<file path="src/crx_defs.svh">
// offsets, field positions, reset values and sizes for the can receive path
`ifndef CRX_DEFS_SVH
`define CRX_DEFS_SVH

// register offsets on the plain register port
`define CRX_ADDR_W          8
`define CRX_OFF_CONFIG      8'h00
`define CRX_OFF_FLAGS       8'h01
`define CRX_OFF_VALUE0      8'h10
`define CRX_OFF_MASK0       8'h18
`define CRX_OFF_FG0         8'h20

// filter configuration fields
`define CRX_CFG_MODE_LSB    4
`define CRX_CFG_HIT_LSB     0
`define CRX_CFG_RESET       8'h00
`define CRX_MODE_W32        2'h0
`define CRX_MODE_W16        2'h1
`define CRX_MODE_W8         2'h2
`define CRX_MODE_CLOSED     2'h3

// flag register fields
`define CRX_FLG_FULL        0
`define CRX_FLG_OVERRUN     1
`define CRX_FLG_RXEVT       2

// message storage
`define CRX_STAGES          5
`define CRX_MSG_BYTES       15
`define CRX_PTR_W           3

`endif

</file>
<file path="src/crx_pkg.sv">
// types shared by the can receive path
package crx_pkg;

    typedef logic [7:0] crx_byte_type;
    typedef crx_byte_type [14:0] crx_msg_type;

    typedef enum logic [2:0] {
        CRX_IDLE  = 3'b001,
        CRX_FRAME = 3'b010,
        CRX_DONE  = 3'b100
    } crx_state_type;

endpackage

</file>
<file path="src/crx_filt_if.sv">
// interface carrying identifier bytes and filter result
`timescale 1ns/10ps
interface crx_filt_if;
    logic [7:0] id_byte [0:3];
    logic [1:0] mode;
    logic       hit;
    logic [2:0] hit_index;
    modport top  (output id_byte, output mode, input hit, input hit_index);
    modport filt (input id_byte, input mode, output hit, output hit_index);
endinterface

</file>
<file path="src/crx_filter.sv">
// acceptance filter: two 32-bit banks split by mode
`timescale 1ns/10ps
`include "crx_defs.svh"
module crx_filter (
    // identifier and result
    crx_filt_if.filt         fi,
    // value and mask bytes
    input  wire logic [63:0] VALUE,
    input  wire logic [63:0] MASK
);

    // bits with mask one are ignored, zero bits compared
    function automatic logic byte_ok(input logic [7:0] id,
                                     input logic [7:0] v,
                                     input logic [7:0] m);
        byte_ok = &(~(id ^ v) | m);
    endfunction

    logic [7:0] ok;
    logic [7:0] hits;

    always_comb begin
        for (int b = 0; b < 8; b++) begin
            ok[b] = byte_ok(fi.id_byte[b % 4], VALUE[b*8 +: 8],
                            MASK[b*8 +: 8]);
        end
        hits = 8'h00;
        unique case (fi.mode)
            `CRX_MODE_W32: begin
                hits[0] = &ok[3:0];
                hits[1] = &ok[7:4];
            end
            `CRX_MODE_W16: begin
                // every half-bank filter looks at identifier bytes 0 and 1
                hits[0] = &ok[1:0];
                hits[1] = byte_ok(fi.id_byte[0], VALUE[23:16],
                                  MASK[23:16]) &
                          byte_ok(fi.id_byte[1], VALUE[31:24],
                                  MASK[31:24]);
                hits[2] = &ok[5:4];
                hits[3] = byte_ok(fi.id_byte[0], VALUE[55:48],
                                  MASK[55:48]) &
                          byte_ok(fi.id_byte[1], VALUE[63:56],
                                  MASK[63:56]);
            end
            `CRX_MODE_W8: begin
                for (int b = 0; b < 8; b++) begin
                    hits[b] = byte_ok(fi.id_byte[0], VALUE[b*8 +: 8],
                                      MASK[b*8 +: 8]);
                end
            end
            `CRX_MODE_CLOSED: begin
                hits = 8'h00;
            end
        endcase
        fi.hit       = |hits;
        fi.hit_index = 3'h0;
        for (int b = 7; b >= 0; b--) begin
            if (hits[b]) begin
                fi.hit_index = 3'(b);
            end
        end
    end

endmodule // crx_filter

</file>
<file path="src/crx_rx.sv">
// can receive path: background buffer, five-stage fifo, acceptance filter
//
// Notes on behaviour
// - accepted messages go into a five-stage fifo behind one window
// - background buffer private; only foreground buffer is readable
// - every buffer holds 15 bytes: id, control, data, stamp
// - full flag set while foreground holds an accepted good message
// - frame bytes written to background while filter evaluates
// - valid message moves into fifo, sets full flag, raises event
// - a frame right after interframe space lands in background
// - bad or rejected frame is dropped and overwritten next time
// - own transmitted frame is not stored, signalled or acknowledged
// - loopback treats own frames like any other frame
// - lost arbitration turns the frame into a normal received one
// - accepted frame with fifo full is discarded and overrun raised
// - full fifo still lets transmit run; accepts once a stage frees
// - value registers give identifier patterns; masks mark don't-care
// - mask zero compares the bit, mask one ignores it
// - three-bit hit index names lowest matching filter
// - config register splits banks into sizes or closes filter
// - 32-bit mode: two filters, hits 0 and 1
// - 16-bit mode: four filters, hits 0..3
// - 8-bit mode: eight filters on first identifier byte
// - closed filter never stores a message or sets full flag
`timescale 1ns/10ps
`include "crx_defs.svh"
module crx_rx (
    // clock and reset
    input  wire logic                    CLK,
    input  wire logic                    RESET_N,
    // register port
    input  wire logic [`CRX_ADDR_W-1:0]  ADDR,
    input  wire logic [7:0]              WDATA,
    input  wire logic                    WR,
    input  wire logic                    RD,
    output logic      [7:0]              RDATA,
    // frame from the protocol engine
    input  wire logic                    FRAME_START,
    input  wire logic                    BYTE_VALID,
    input  wire logic [7:0]              BYTE_DATA,
    input  wire logic                    FRAME_OK,
    input  wire logic                    FRAME_ERR,
    // transmit state from the protocol engine
    input  wire logic                    TX_ACTIVE,
    input  wire logic                    ARB_LOST,
    input  wire logic                    LOOPBACK,
    // status toward the engine and interrupt logic
    output logic                         ACK_ENABLE,
    output logic                         RX_FULL,
    output logic                         RX_EVENT,
    output logic                         OVERRUN
);

    // ************************************************************
    // storage and control state
    // ************************************************************
    crx_pkg::crx_state_type state, next_state;
    logic [7:0]  bg [0:`CRX_MSG_BYTES-1];
    logic [7:0]  fifo [0:`CRX_STAGES-1][0:`CRX_MSG_BYTES-1];
    logic [`CRX_PTR_W-1:0] wr_ptr, next_wr_ptr;
    logic [`CRX_PTR_W-1:0] rd_ptr, next_rd_ptr;
    logic [`CRX_PTR_W-1:0] count, next_count;
    logic [3:0]  byte_cnt, next_byte_cnt;
    logic        own_frame, next_own_frame;
    logic [7:0]  cfg, next_cfg;
    logic [7:0]  value [0:7];
    logic [7:0]  mask  [0:7];
    logic [2:0]  hit_idx_fg [0:`CRX_STAGES-1];
    logic [2:0]  last_hit, next_last_hit;
    logic        overrun, next_overrun;
    logic        rx_evt, next_rx_evt;
    logic [7:0]  rdata, next_rdata;

    crx_filt_if fi();
    logic [63:0] value_flat;
    logic [63:0] mask_flat;

    // ************************************************************
    // helpers
    // ************************************************************
    function automatic logic [`CRX_PTR_W-1:0] ptr_inc(
        input logic [`CRX_PTR_W-1:0] p);
        if (p == `CRX_PTR_W'(`CRX_STAGES - 1)) begin
            ptr_inc = '0;
        end else begin
            ptr_inc = p + `CRX_PTR_W'(1);
        end
    endfunction

    always_comb begin
        for (int i = 0; i < 8; i++) begin
            value_flat[i*8 +: 8] = value[i];
            mask_flat[i*8 +: 8]  = mask[i];
        end
        for (int i = 0; i < 4; i++) begin
            fi.id_byte[i] = bg[i];
        end
        fi.mode = cfg[`CRX_CFG_MODE_LSB +: 2];
    end

    crx_filter u_filter (
        .fi    (fi.filt),
        .VALUE (value_flat),
        .MASK  (mask_flat)
    );

    // ************************************************************
    // frame sequencing and fifo control
    // ************************************************************
    logic full_now;
    logic store;
    logic discard;
    logic pop;
    logic wr_cfg;

    always_comb begin
        full_now = (count == `CRX_PTR_W'(`CRX_STAGES));
        // own frame kept out unless loopback or arbitration lost
        store    = 1'b0;
        discard  = 1'b0;
        if (state == crx_pkg::CRX_FRAME && FRAME_OK && fi.hit &&
            !own_frame) begin
            store   = !full_now;
            discard = full_now;
        end
        pop = WR && ADDR == `CRX_OFF_FLAGS && WDATA[`CRX_FLG_FULL] &&
              count != '0;
        wr_cfg = WR && ADDR == `CRX_OFF_CONFIG;
    end

    always_comb begin
        next_state     = state;
        next_byte_cnt  = byte_cnt;
        next_own_frame = own_frame;
        next_wr_ptr    = wr_ptr;
        next_rd_ptr    = rd_ptr;
        next_count     = count;
        next_last_hit  = last_hit;
        next_overrun   = overrun;
        next_rx_evt    = 1'b0;
        next_cfg       = cfg;
        unique case (state)
            crx_pkg::CRX_IDLE: begin
                if (FRAME_START) begin
                    next_state     = crx_pkg::CRX_FRAME;
                    next_byte_cnt  = '0;
                    next_own_frame = TX_ACTIVE && !LOOPBACK;
                end
            end
            crx_pkg::CRX_FRAME: begin
                if (ARB_LOST) begin
                    next_own_frame = 1'b0;
                end
                if (BYTE_VALID &&
                    byte_cnt != 4'(`CRX_MSG_BYTES)) begin
                    next_byte_cnt = byte_cnt + 4'h1;
                end
                if (FRAME_OK || FRAME_ERR) begin
                    // rejected or broken frame simply stays behind
                    next_state = crx_pkg::CRX_DONE;
                end
            end
            crx_pkg::CRX_DONE: begin
                next_state = crx_pkg::CRX_IDLE;
                if (FRAME_START) begin
                    next_state     = crx_pkg::CRX_FRAME;
                    next_byte_cnt  = '0;
                    next_own_frame = TX_ACTIVE && !LOOPBACK;
                end
            end
        endcase
        if (store) begin
            next_wr_ptr   = ptr_inc(wr_ptr);
            next_rx_evt   = 1'b1;
            next_last_hit = fi.hit_index;
        end
        if (pop) begin
            next_rd_ptr = ptr_inc(rd_ptr);
        end
        next_count = count + `CRX_PTR_W'(store) - `CRX_PTR_W'(pop);
        // software clear loses to a fresh overrun
        if (WR && ADDR == `CRX_OFF_FLAGS && WDATA[`CRX_FLG_OVERRUN]) begin
            next_overrun = 1'b0;
        end
        if (discard) begin
            next_overrun = 1'b1;
        end
        if (wr_cfg) begin
            next_cfg = {2'h0, WDATA[`CRX_CFG_MODE_LSB +: 2], 4'h0};
        end
    end

    always_ff @(posedge CLK or negedge RESET_N) begin
        if (!RESET_N) begin
            state     <= crx_pkg::CRX_IDLE;
            byte_cnt  <= '0;
            own_frame <= 1'b0;
            wr_ptr    <= '0;
            rd_ptr    <= '0;
            count     <= '0;
            last_hit  <= 3'h0;
            overrun   <= 1'b0;
            rx_evt    <= 1'b0;
            cfg       <= `CRX_CFG_RESET;
        end else begin
            state     <= next_state;
            byte_cnt  <= next_byte_cnt;
            own_frame <= next_own_frame;
            wr_ptr    <= next_wr_ptr;
            rd_ptr    <= next_rd_ptr;
            count     <= next_count;
            last_hit  <= next_last_hit;
            overrun   <= next_overrun;
            rx_evt    <= next_rx_evt;
            cfg       <= next_cfg;
        end
    end

    // ************************************************************
    // message arrays, filter registers
    // ************************************************************
    // arrays without reset: foreground bytes can be read before any message is flagged valid
    always_ff @(posedge CLK) begin
        if (state == crx_pkg::CRX_FRAME && BYTE_VALID &&
            byte_cnt != 4'(`CRX_MSG_BYTES)) begin
            bg[byte_cnt] <= BYTE_DATA;
        end
        if (store) begin
            for (int b = 0; b < `CRX_MSG_BYTES; b++) begin
                fifo[wr_ptr][b] <= bg[b];
            end
            hit_idx_fg[wr_ptr] <= fi.hit_index;
        end
    end

    always_ff @(posedge CLK or negedge RESET_N) begin
        if (!RESET_N) begin
            for (int i = 0; i < 8; i++) begin
                value[i] <= 8'h00;
                mask[i]  <= 8'hff;
            end
        end else if (WR && ADDR[7:4] == 4'(`CRX_OFF_VALUE0 >> 4)) begin
            if (ADDR[3]) begin
                mask[ADDR[2:0]] <= WDATA;
            end else begin
                value[ADDR[2:0]] <= WDATA;
            end
        end
    end

    // ************************************************************
    // read port: one cycle latency
    // ************************************************************
    always_comb begin
        next_rdata = 8'h00;
        if (RD) begin
            if (ADDR == `CRX_OFF_CONFIG) begin
                next_rdata = {cfg[7:3], (count != '0) ?
                              hit_idx_fg[rd_ptr] : 3'h0};
            end else if (ADDR == `CRX_OFF_FLAGS) begin
                next_rdata = {7'h00, count != '0} |
                             {6'h00, overrun, 1'b0};
            end else if (ADDR[7:4] == 4'(`CRX_OFF_VALUE0 >> 4)) begin
                next_rdata = ADDR[3] ? mask[ADDR[2:0]]
                                     : value[ADDR[2:0]];
            end else if (ADDR >= `CRX_OFF_FG0 &&
                         ADDR < `CRX_OFF_FG0 + 8'(`CRX_MSG_BYTES)) begin
                next_rdata = fifo[rd_ptr][4'(ADDR - `CRX_OFF_FG0)];
            end
        end
    end

    always_ff @(posedge CLK or negedge RESET_N) begin
        if (!RESET_N) begin
            rdata <= 8'h00;
        end else begin
            rdata <= next_rdata;
        end
    end

    assign RDATA      = rdata;
    assign RX_FULL    = (count != '0);
    assign RX_EVENT   = rx_evt;
    assign OVERRUN    = overrun;
    assign ACK_ENABLE = !own_frame;

endmodule // crx_rx

</file>
<file path="config.mk">
export PLATFORM = sky130hd
export DESIGN_NAME = crx_rx
export DESIGN_NICKNAME = d
export VERILOG_FILES = /design/src/crx_pkg.sv /design/src/crx_filt_if.sv /design/src/crx_filter.sv /design/src/crx_rx.sv
export VERILOG_INCLUDE_DIRS = /design/src /design/src/src
export SDC_FILE = /design/constraint.sdc
export NUM_CORES = 1
export LEC_CHECK = 0
export CAP_MARGIN = 20
export CORE_ASPECT_RATIO = 1.2
export CORE_MARGIN = 8
export CORE_UTILIZATION = 43
export CTS_CLUSTER_SIZE = 40
export DETAILED_ROUTE_END_ITERATION = 10
export DONT_BUFFER_PORTS = 1
export GPL_TIMING_DRIVEN = 0
export HOLD_SLACK_MARGIN = 0.12
export PLACE_DENSITY = 0.57
export SLEW_MARGIN = 20
export SYNTH_ARGS = -nofsm -noshare
export SYNTH_HDL_FRONTEND = slang
export SYNTH_SLANG_ARGS = --single-unit
</file>
<file path="constraint.sdc">
create_clock -name CLK -period 10.19 [get_ports CLK]
set_input_delay 0 -clock CLK [delete_from_list [all_inputs] [get_ports CLK]]
set_output_delay 0 -clock CLK [all_outputs]
set_load 0.05 [all_outputs]
</file>
# After elaboration in Yosys (flattened, before gate mapping)
# Memory sizes are Yosys's and may differ from the RTL's.
# Index checks and enable logic that the tools add are counted.
dict set report op_classes {
  bitwise_logic 54
  magnitude_cmp 5
  reduce_logical 44
  eq_ne 17
  addsub 6
  n_mux 51
}
# op n
set ops {}
lappend ops {{$bwmux W64} 2}
lappend ops {{$not A8 Y8} 16}
lappend ops {{$or A8 B8 Y8} 16}
lappend ops {{$xor A8 B8 Y8} 16}
lappend ops {{$mux W8} 13}
lappend ops {{$reduce_and A8 Y1} 10}
lappend ops {{$reduce_and A32 Y1} 2}
lappend ops {{$bmux W8 S3} 2}
lappend ops {{$mux W3} 13}
lappend ops {{$bmux W8 S4} 1}
lappend ops {{$reduce_and A16 Y1} 2}
lappend ops {{$demux W8 S3} 1}
lappend ops {{$logic_and A1 B1 Y1} 15}
lappend ops {{$eq A3 B3 Y1 const B} 4}
lappend ops {{$mux W4} 3}
lappend ops {{$mux W1} 10}
lappend ops {{$reduce_and A2 Y1} 5}
lappend ops {{$pmux W3 S3} 1}
lappend ops {{$eq A8 B1 Y1 const B} 1}
lappend ops {{$ge A8 B6 Y1 const B} 1}
lappend ops {{$logic_not A8 Y1} 1}
lappend ops {{$lt A8 B6 Y1 const B} 1}
lappend ops {{$pmux W2 S4} 1}
lappend ops {{$pmux W4 S2} 1}
lappend ops {{other kinds (31)} 39}
dict set report word_totals {
  mem_count 3
  in_bits 35
  ff_bits 157
  out_inout_bits 12
  ram_bits 735
  elab_cells 206
}
# name words width read_ports rd_clocked_by_memory_dff wr line
set memory_table {}
lappend memory_table {fifo 5 120 1 0 1 crx_rx.sv:59} ;# logic [7:0] fifo [0:`CRX_STAGES-1][0:`CRX_MSG_BYTES-1];
lappend memory_table {bg 15 8 15 0 1 crx_rx.sv:58} ;# logic [7:0] bg [0:`CRX_MSG_BYTES-1];
lappend memory_table {hit_idx_fg 5 3 1 0 1 crx_rx.sv:68} ;# logic [2:0] hit_idx_fg [0:`CRX_STAGES-1];

# Depth between registers and ports, before layout
# Gate-level depths: netlist (run 1).
# An unclocked memory read counts as a cell.
dict set report depth {
  ltp_word 14
  mapped_depth 15
  mapped_depth_nobuf 15
}

# By module
# Synthesis (run 1) repeated with hierarchy kept, for this count alone.
dict set report hier_totals {
  cells_unflattened 2144
  area_unflattened_um2 37090.6
}
# module area_each_um2 instances cells_per_inst
set modules_own_cells {}
lappend modules_own_cells {crx_rx 35062.4 1 1874}
lappend modules_own_cells {crx_filter 2028.2 1 270}

# Least setup slack after synthesis (run 1)
# Ideal clock, no wire load.
dict set report synth_timing {
  kind {reg-to-reg}
  start {memory bg[0][7]}
  end {memory fifo[4][0] (netlist name), enable pin}
  required_time_ns 9.693
  arrival_time_ns 5.192
  path_buffers 1
  slack_ns 4.501
  path_stages_with_launch 10
  setup_ns 0.497
  cell_sequence {edfxtp_1 > buf_6 > xnor2_1 > o22ai_1 > or4_1 > or4_4 > o211ai_2 > nor4_2 > nor3_4 > and3_1}
}
# item line
set synth_lines {}
lappend synth_lines {{start, declared} crx_rx.sv:58}
lappend synth_lines {{end, declared} crx_rx.sv:59}

==> results_dict.tcl, run 1 <==
set metrics [dict create \
    cpPeakStageDelay_ps 810 \
    cp-start-kind "register" \
    path_clk_slew_ps 60 \
    ys_ff_latch 892 \
    synth.most_common_cell "edfxtp_1" \
    mappedNetlistArea_sq_mm 0.0365 \
    synth.area.top_cells "edfxtp_1 60%, mux4_2 8.8%, dfrtp_1 6.3%, dfstp_2 4.7%, mux2_2 4.3%" \
    max_freq_mhz 196 \
    via_per_inst 6.06 \
    antenna_left 0 \
    cts_buffers 92 \
    yosysUniqueCellTypes 71 \
    vias 20800 \
    finalCriticalPeriod_ps 5110 \
    peakVddDrop_mv 0.146 \
    grt_setup_unrepaired "false" \
    crit_family "simple AND/OR/NAND/NOR gates" \
    pre_cts_ws_ps 5090 \
    drt_iter0_markers 2087 \
    clockBufferDepth 3 \
    synth_top_area_share_pct 60.4 \
    path_class "reg2reg" \
    antenna_found_initial 4 \
    place_inst 3210 \
    synthFlopType "edfxtp_1" \
    first_global_vias 21300 \
    cts_root_buf "clkbuf_16" \
    cts_htree_levels 3 \
    die-area_sq_mm 0.0946 \
    synthArstFlopShare_pct 17.6 \
    first_pass_iters 7 \
    fin_cells 3429 \
    cp_slowest_cell "a211oi_1" \
    tightest_slew_ps 1310 \
    yosysWarnings 0 \
    holdWs_ps 155 \
    synth_edf_count 735 \
    fp.dieH_um 335 \
    cts_tree "done" \
    hold_violations 0 \
    gr-total-overflow 0 \
    clock_latency_ps 660 \
    final_max_slew_viol_count 0 \
    final_nets 2270 \
    syn_to_final_growth_pct 15.4 \
    core_area_sq_mm 0.0845 \
    required_ps 10500 \
    gp_congestion 0.951 \
    cp-end-kind "register" \
    setup_tns_ps 0 \
    io_buffers 0 \
    drive_above_1_share_pct 25.8 \
    cts_sinks 892 \
    post_drt_wl_per_cell_um 36.5 \
    relSlewSlack_pct 12.4 \
    path_max_fanout 45 \
    yosysTopAreaCell "edfxtp_1" \
    postSynthCellCount 2050 \
    post-cts-setup-buffer-count 0 \
    skew_ps 30.8 \
    grt_usage_pct 26.5 \
    synth_seq_area_share_pct 71.4 \
    floorplan.initialDensity_pct 43.2 \
    power_density_mw_per_mm2 195 \
    power_mw 8.21 \
    drv_cap 0 \
    die_w_um 282 \
    cp.arrival_ps 5420 \
    setup_viol 0 \
    syn_nets 2099 \
    fp-row-count 117 \
    p_leak_nw 14.4 \
    setup_slack_ps 5080 \
    drc 0 \
    grt_max_degree 108 \
    wirelength_um 125000 \
    synthTopCellsByCount "735 x edfxtp_1, 143 x mux4_2, 138 x mux2_2" \
    worst-path-buf-inv 2 \
    crit_chain "xnor2_1 > o22ai_1 > nor4_1 > nand3_1 > a211oi_1 > nor4_2 > nor3_4 > and3_4 > buf_12 > buf_16" \
    hpwlAfterDp_um 86900 \
    syn_avg_cell_area_sq_um 17.8 \
    pin_count 47 \
    grt_pass1_wl_um 173000 \
    timing.final.crit_share_pct 50.1 \
    status "complete, no violations" \
    hold_class "in2reg" \
]
-- through the flow --
step | instance area [sq um] | utilization [%]
final | 42100 | 49.9
after global routing | 42100 | 49.9
after CTS | 42100 | 49.9
after detailed placement | 38500 | 45.6
after global placement | 37900 | 44.9
after floorplan | 36500 | -
-- per-layer routing --
metal | global-route usage [%] | share of wire (%)
met1 | 31.8 | 37
met2 | 46.7 | 52
met3 | 3.68 | 5.5
met4 | 12.9 | 5.6
met5 | 0 | 0
-- what timing repair did --
item                                    CTS  global route
hold endpoints to repair                463             0
gates resized for setup                   0             0
hold buffers                             47             0
endpoints found under the setup margin    0             0
-- where the power goes --
| group | leakage [nW] | switching, mW | total, mW | internal [mW] |
|---|---|---|---|---|
| clock | 1.51 | 1.44 | 3.48 | 2.04 |
| combinational | 4.35 | 0.388 | 0.608 | 0.220 |
| sequential | 8.56 | 0.0970 | 4.12 | 4.02 |
-- cells by family after synthesis --
logic type / count (synthesis) / synth area share, %
buf+inv: 132 / 1.60
fa+ha+maj: 14 / 0.500
xor+xnor: 131 / 3.16
mux: 340 / 14.7
compound gates: 294 / 5.28
simple gates: 247 / 3.33
flops: 892 / 71.4
-- final cells by class --
class,instances,area [sq um]
diodes,2,5.00
plain buffers,100,470
clock buffers,109,2430
clock inverters,61,678
fillers,7003,42300
inverters,32,120
multi-input cells,1026,9920
flip-flops and latches,892,26100
well taps,1130,1410
repair buffers,77,1020
-- sequential cells by signal (all words and copies together) (netlist names) --
register	cells
RX_EVENT	1
own_frame	1
mask	64
rd_ptr	3
OVERRUN	1
wr_ptr	3
bg	120
byte_cnt	4
cfg	2
state	3
count	3
hit_idx_fg	15
value	64
fifo	600
RDATA	8
-- worst paths after layout --
kind / start / end / slack (ps) / cells past startpoint
min in group asynchronous: RESET_N / value[30] / 570 / 3
max in group asynchronous: RESET_N / value[31] / 8990 / 4
hold reg to reg: bg[14][2] / fifo[1][2] / 510 / 0
setup / recovery: bg[3][1] / fifo[4][15] / 5080 / 10
setup reg to reg: bg[3][1] / fifo[4][15] / 5080 / 10
hold / removal: FRAME_START / state[1] / 160 / 3
-- worst register-to-register path, cell delays in order, from the launching register on --
cell      delay [ps]
edfxtp_1         580
xnor2_1          550
o22ai_1          160
nor4_1           620
nand3_1          170
a211oi_1         810
nor4_2           230
nor3_4           470
and3_4           490
buf_12           290
buf_16           340
-- placed cells by master (no fill, tap or decap), types with 19 or more instances in the layout --
| cell type | synthesis | routed |
|---|---|---|
| a21oi_1 | 38 | 38 |
| buf_2 | 25 | 34 |
| clkbuf_1 | 47 | 55 |
| clkbuf_16 | 0 | 93 |
| clkinv_2 | 0 | 19 |
| dfrtp_1 | 92 | 92 |
| dfstp_2 | 65 | 65 |
| dlygate4sd3_1 | 0 | 42 |
| edfxtp_1 | 735 | 735 |
| inv_1 | 32 | 32 |
| mux2_2 | 138 | 138 |
| mux2i_1 | 57 | 57 |
| mux4_2 | 143 | 143 |
| nand2_1 | 94 | 94 |
| nor2_1 | 41 | 38 |
| nor3_1 | 23 | 22 |
| o21ai_0 | 71 | 71 |
| o22ai_1 | 81 | 81 |
| xnor2_1 | 121 | 121 |
No activity file was read; power rests on OpenSTA's default activity.
==> run 2, diff against run 1 <==
--- a/config.mk
+++ b/config.mk
@@ -15,7 +15,7 @@
 export DONT_BUFFER_PORTS = 1
 export GPL_TIMING_DRIVEN = 0
 export HOLD_SLACK_MARGIN = 0.12
-export PLACE_DENSITY = 0.57
+export PLACE_DENSITY = 0.59
 export SLEW_MARGIN = 20
 export SYNTH_ARGS = -nofsm -noshare
 export SYNTH_HDL_FRONTEND = slang
==> constraint.sdc (replaced) <==
create_clock -name CLK -period 4.4 [get_ports CLK]
set_input_delay 0 -clock CLK [delete_from_list [all_inputs] [get_ports CLK]]
set_output_delay 0 -clock CLK [all_outputs]
set_load 0.05 [all_outputs]
==> results_dict.tcl, run 2 (synthesis gave the netlist of run 1 again) <==
set metrics [dict create \
    status "complete, no violations" \
    endpoint "fifo[0][112]" \
    cp.arrival_ps 4690 \
    antenna_found_initial 5 \
    startpoint "bg[1][2]" \
    mostFrequentLayoutCells "735 x edfxtp_1, 143 x mux4_2, 138 x mux2_2, 121 x xnor2_1, 94 x nand2_1" \
    regMostFlops "fifo" \
    fp.dieH_um 335 \
    reg2reg_to "fifo[0][112]" \
    final_max_slew_viol_count 0 \
    cts_htree_levels 3 \
    largest_reg_flops 600 \
    stdcell_area_sq_mm 0.0422 \
    path_clk_slew_ps 60 \
    top_regs "fifo x600, bg x120" \
    clock_latency_ps 670 \
    hold_violations 0 \
    core_area_sq_mm 0.0845 \
    grt_usage_pct 25.8 \
    first_pass_iters 6 \
    wirelength_um 123000 \
    reg2reg_from "bg[1][2]" \
    place_area_sq_mm 0.0384 \
    timing.final.crit_share_pct 99.5 \
    drc 0 \
    antenna_left 0 \
    final_nets 2269 \
    cp-start-kind "register" \
    reg2reg_depth 10 \
    hpwlAfterDp_um 83600 \
    p_leak_nw 14.4 \
    holdWs_ps 168 \
    post_drt_wl_per_cell_um 35.8 \
    fillers 7016 \
    required_ps 4720 \
    fp-row-count 117 \
    vias 21200 \
    cts_buffers 91 \
    path_max_fanout 40 \
    pin_count 47 \
    finalCriticalPeriod_ps 4380 \
    cts_sinks 892 \
    skew_ps 33.6 \
    drv_cap 0 \
    gp_congestion 0.972 \
    floorplan.initialDensity_pct 43.2 \
    layout_commonest_cell "edfxtp_1" \
    hold_class "in2reg" \
    die-area_sq_mm 0.0946 \
    relSlewSlack_pct 15.1 \
    first_global_vias 21500 \
    peakVddDrop_mv 0.373 \
    power_density_mw_per_mm2 453 \
    gr-total-overflow 0 \
    clockBufferDepth 3 \
    cts_tree "done" \
    path_class "reg2reg" \
    io_buffers 0 \
    die_w_um 282 \
    rrSetupSlack_ps 20 \
    tightest_slew_ps 1270 \
    max_freq_mhz 228 \
    via_per_inst 6.18 \
    cp-end-kind "register" \
    ff_latch_area_sq_mm 0.0261 \
    drive_above_1_share_pct 26.2 \
    cts_root_buf "clkbuf_16" \
    multi_input_area_sq_mm 0.0100 \
    grt_setup_unrepaired "false" \
    drt_iter0_markers 2269 \
    syn_to_final_growth_pct 15.6 \
    setup_viol 0 \
    grt_pass1_wl_um 169000 \
    grt_max_degree 149 \
]
[run 2: changes by cell type in the layout (fill, tap and decap cells not counted), moves of 4 or more]
cell / delta
clkinv_2: -7
buf_4: +6
buf_16: -5
buf_12: +4
[run 2: critical path: stages, from the launching register on]
cell and delay, ps:
edfxtp_1 650, xor2_1 260, a222oi_1 720, nand4_1 330, or3_1 430, o211ai_2 100, nor4_2 100, nor3_4 300
and3_4 480, buf_12 270, buf_16 290
[run 2: worst min path at each step]
stage	from	to	slack, ps	cells after the start
2_1_floorplan	RESET_N	OVERRUN	-300	0
3_3_place_gp	RESET_N	value[17]	-290	0
3_5_place_dp	RESET_N	value[1]	-280	0
4_1_cts	ADDR[1]	mask[49]	140	4
5_1_grt	ADDR[2]	RDATA[3]	170	6
6_report	ADDR[2]	mask[49]	170	4
[run 2: final cells by class]
class	count	share of cell area (%)
Clock inverter	59	1.75
Buffer	96	1.10
Timing Repair Buffer	77	2.30
Antenna cell	2	0.0119
Tap cell	1130	3.35
Multi-Input combinational cell	1030	23.7
Sequential cell	892	61.8
Inverter	32	0.285
Clock buffer	112	5.73
[run 2: metal layers]
metal | track usage (%) | up-vias | share of wire (%)
met5 | 0 | - | 0
met4 | 14.3 | 0 | 6.4
met3 | 3.79 | 335 | 6.8
met2 | 44.3 | 1140 | 50
met1 | 31.2 | 11200 | 37
li1 | - | 8548 | -
[run 2: what timing repair did]
item                                    in CTS  in global routing
gates cloned                                 4                  0
endpoints found under the setup margin     612                322
gates resized for setup                      5                 11
hold buffers                                43                  0
pin swaps                                    5                  0
setup buffers                                6                  0
hold endpoints to repair                   468                  0
[run 2: per-stage QoR]
step | setup slack (ps) | std cells | total power [mW] | TNS [ps] | utilization (%)
final | 21.9 | 3430 | 19.1 | 0 | 50.0
after floorplan | 30.7 | 2050 | 10.4 | 0 | -
after CTS | 11.2 | 3431 | 19.2 | 0 | 49.9
after global placement | -2810 | 3180 | 10.9 | -1631870 | 44.9
after global routing | 12.6 | 3428 | 19.6 | 0 | 50.0
after detailed placement | -941 | 3208 | 11.0 | -382790 | 45.5
[run 2: power breakdown]
group / leakage (nW) / internal [mW] / total [mW] / switching [mW]
Sequential: 8.56 / 9.31 / 9.54 / 0.232
Combinational: 4.36 / 0.507 / 1.39 / 0.881
Clock: 1.52 / 4.86 / 8.19 / 3.33
==> run 3, diff against run 2 <==
--- a/config.mk
+++ b/config.mk
@@ -10,12 +10,14 @@
 export CORE_ASPECT_RATIO = 1.2
 export CORE_MARGIN = 8
 export CORE_UTILIZATION = 43
+export CTS_BUF_LIST = sky130_fd_sc_hd__clkbuf_8
 export CTS_CLUSTER_SIZE = 40
 export DETAILED_ROUTE_END_ITERATION = 10
 export DONT_BUFFER_PORTS = 1
 export GPL_TIMING_DRIVEN = 0
 export HOLD_SLACK_MARGIN = 0.12
-export PLACE_DENSITY = 0.59
+export PLACE_DENSITY = 0.57
+export RECOVER_POWER = 50
 export SLEW_MARGIN = 20
 export SYNTH_ARGS = -nofsm -noshare
 export SYNTH_HDL_FRONTEND = slang
==> constraint.sdc (replaced) <==
create_clock -name CLK -period 5.6 [get_ports CLK]
set_input_delay 0 -clock CLK [delete_from_list [all_inputs] [get_ports CLK]]
set_output_delay 0 -clock CLK [all_outputs]
set_load 0.05 [all_outputs]
==> results_dict.tcl, run 3 (synthesis gave the netlist of run 1 again) <==
set metrics [dict create \
    status "finished, violations left" \
    violations "max-capacitance violations, max-slew violations" \
    cp-end-kind "register" \
    holdWs_ps 203 \
    cts_htree_levels 4 \
    setup_viol 0 \
    min_path_cells 2 \
    timing.final.crit_share_pct 93.9 \
    antenna_left 0 \
    layout_commonest_cell "edfxtp_1" \
    regMostFlops "fifo" \
    wl_met1_um 44800 \
    grt_pass1_wl_um 169000 \
    hpwlAfterDp_um 82300 \
    p_leak_nw 14.5 \
    clock_latency_ps 820 \
    first_global_vias 22000 \
    wirelength_um 122000 \
    required_ps 6050 \
    dr_wl_met2_um 61600 \
    gp_congestion 0.982 \
    multi_input_area_sq_mm 0.00992 \
    fillers 7116 \
    clockBufferDepth 3 \
    post-cts-setup-buffer-count 0 \
    place_inst 3209 \
    rrSetupSlack_ps 340 \
    hold_class "in2reg" \
    cts_resized 0 \
    power_density_mw_per_mm2 334 \
    path_class "reg2reg" \
    path_clk_slew_ps 60 \
    cp.arrival_ps 5720 \
    top_layer_used "met4" \
    largest_reg_flops 600 \
    core_area_sq_mm 0.0845 \
    top_regs "fifo x600, bg x120" \
    skew_ps 51.4 \
    final_max_slew_viol_count 82 \
    grt_max_degree 93 \
    cts_sinks 892 \
    die-area_sq_mm 0.0946 \
    tightest_slew_ps 4430 \
    grt_usage_pct 25.8 \
    grt_setup_unrepaired "false" \
    drc 0 \
    stdcell_area_sq_mm 0.0418 \
    ff_latch_area_sq_mm 0.0261 \
    max_freq_mhz 190 \
    io_buffers 0 \
    min_from "WDATA[5]" \
    fin_cells 3526 \
    fp.dieH_um 335 \
    cp-start-kind "register" \
    drv_cap 2 \
    antenna_found_initial 1 \
    reg2reg_to "fifo[3][112]" \
    place_area_sq_mm 0.0385 \
    hold_violations 0 \
    drt_iter0_markers 2533 \
    relSlewSlack_pct -195 \
    hold-path-endpoint "mask[13]" \
    path_max_fanout 41 \
    cts_tree "done" \
    gr-total-overflow 0 \
    reg2reg_depth 12 \
    fp-row-count 117 \
    cts_buffers 147 \
    power_mw 13.9 \
    dr_wl_met3_um 8640 \
    drive_above_1_share_pct 26.3 \
    peakVddDrop_mv 0.222 \
    first_pass_iters 6 \
    syn_to_final_growth_pct 14.4 \
    die_w_um 282 \
    pin_count 47 \
    finalCriticalPeriod_ps 5260 \
    mostFrequentLayoutCells "735 x edfxtp_1, 156 x clkbuf_8, 143 x mux4_2, 138 x mux2_2, 121 x xnor2_1" \
    final_nets 2334 \
    cts_root_buf "clkbuf_8" \
    via_per_inst 6.08 \
    reg2reg_from "bg[1][7]" \
    vias 21500 \
    post_drt_wl_per_cell_um 34.7 \
    postCtsHoldBufs 57 \
    floorplan.initialDensity_pct 43.2 \
]
## run 3: changes by cell type in the layout (fill, tap and decap cells not counted), moves of 4 or more
cell           before  now
bufinv_16          16    3
buf_16              6   10
buf_12             13    7
clkinv_1           17   25
clkbuf_16          92    0
clkinvlp_4          7    2
dlygate4sd3_1      39   53
clkbuf_1           52   44
inv_1              32   82
clkbuf_8            4  156
## run 3: metal layers
| layer | GRT usage, % | vias up |
|---|---|---|
| li1 | - | 8680 |
| met3 | 4.77 | 338 |
| met5 | 0 | - |
| met1 | 30.9 | 11300 |
| met2 | 43.8 | 1135 |
| met4 | 14.1 | 0 |
## run 3: worst max path at each step
stage               cells past startpoint           end  startpoint  slack, ps
floorplan                               9    fifo[2][0]    bg[0][7]       1230
global placement                        9   fifo[1][87]    bg[1][7]      -1280
detailed placement                     12   fifo[3][47]    bg[1][7]        300
CTS                                    12   fifo[3][84]    bg[1][7]        260
global route                           12   fifo[3][38]    bg[1][7]         70
finish                                 12  fifo[3][112]    bg[1][7]        340
## run 3: layout make-up
cell class,instances,area share [%]
Antenna cell,4,0.0240
Buffer,100,1.13
Clock buffer,156,5.14
Clock inverter,100,1.33
Inverter,32,0.287
Multi-Input combinational cell,1026,23.7
Sequential cell,892,62.4
Tap cell,1130,3.38
Timing Repair Buffer,86,2.55
## run 3: critical path, cell delays in order, from the launching register on
cell and delay [ps]:
edfxtp_1 620, clkbuf_1 460, xnor2_1 180, o22ai_1 110, nor4_1 460, nand4_1 150, o31ai_1 640, nor4_2 190
nor3_4 440, and4_4 730, buf_12 300, buf_12 240, buf_16 280
## run 3: stage by stage
| step | TNS (ps) | util [%] | setup slack, ps |
|---|---|---|---|
| 6_report | 0 | 49.5 | 339 |
| 5_1_grt | 0 | 49.5 | 70.9 |
| 4_1_cts | 0 | 49.5 | 260 |
| 3_5_place_dp | 0 | 45.6 | 299 |
| 3_3_place_gp | -690320 | 44.9 | -1280 |
| 2_1_floorplan | 0 | - | 1230 |
## run 3: power by group
group | switching (mW) | internal (mW) | total [mW]
clock network | 2.64 | 2.73 | 5.37
logic | 0.695 | 0.398 | 1.09
registers | 0.173 | 7.32 | 7.49
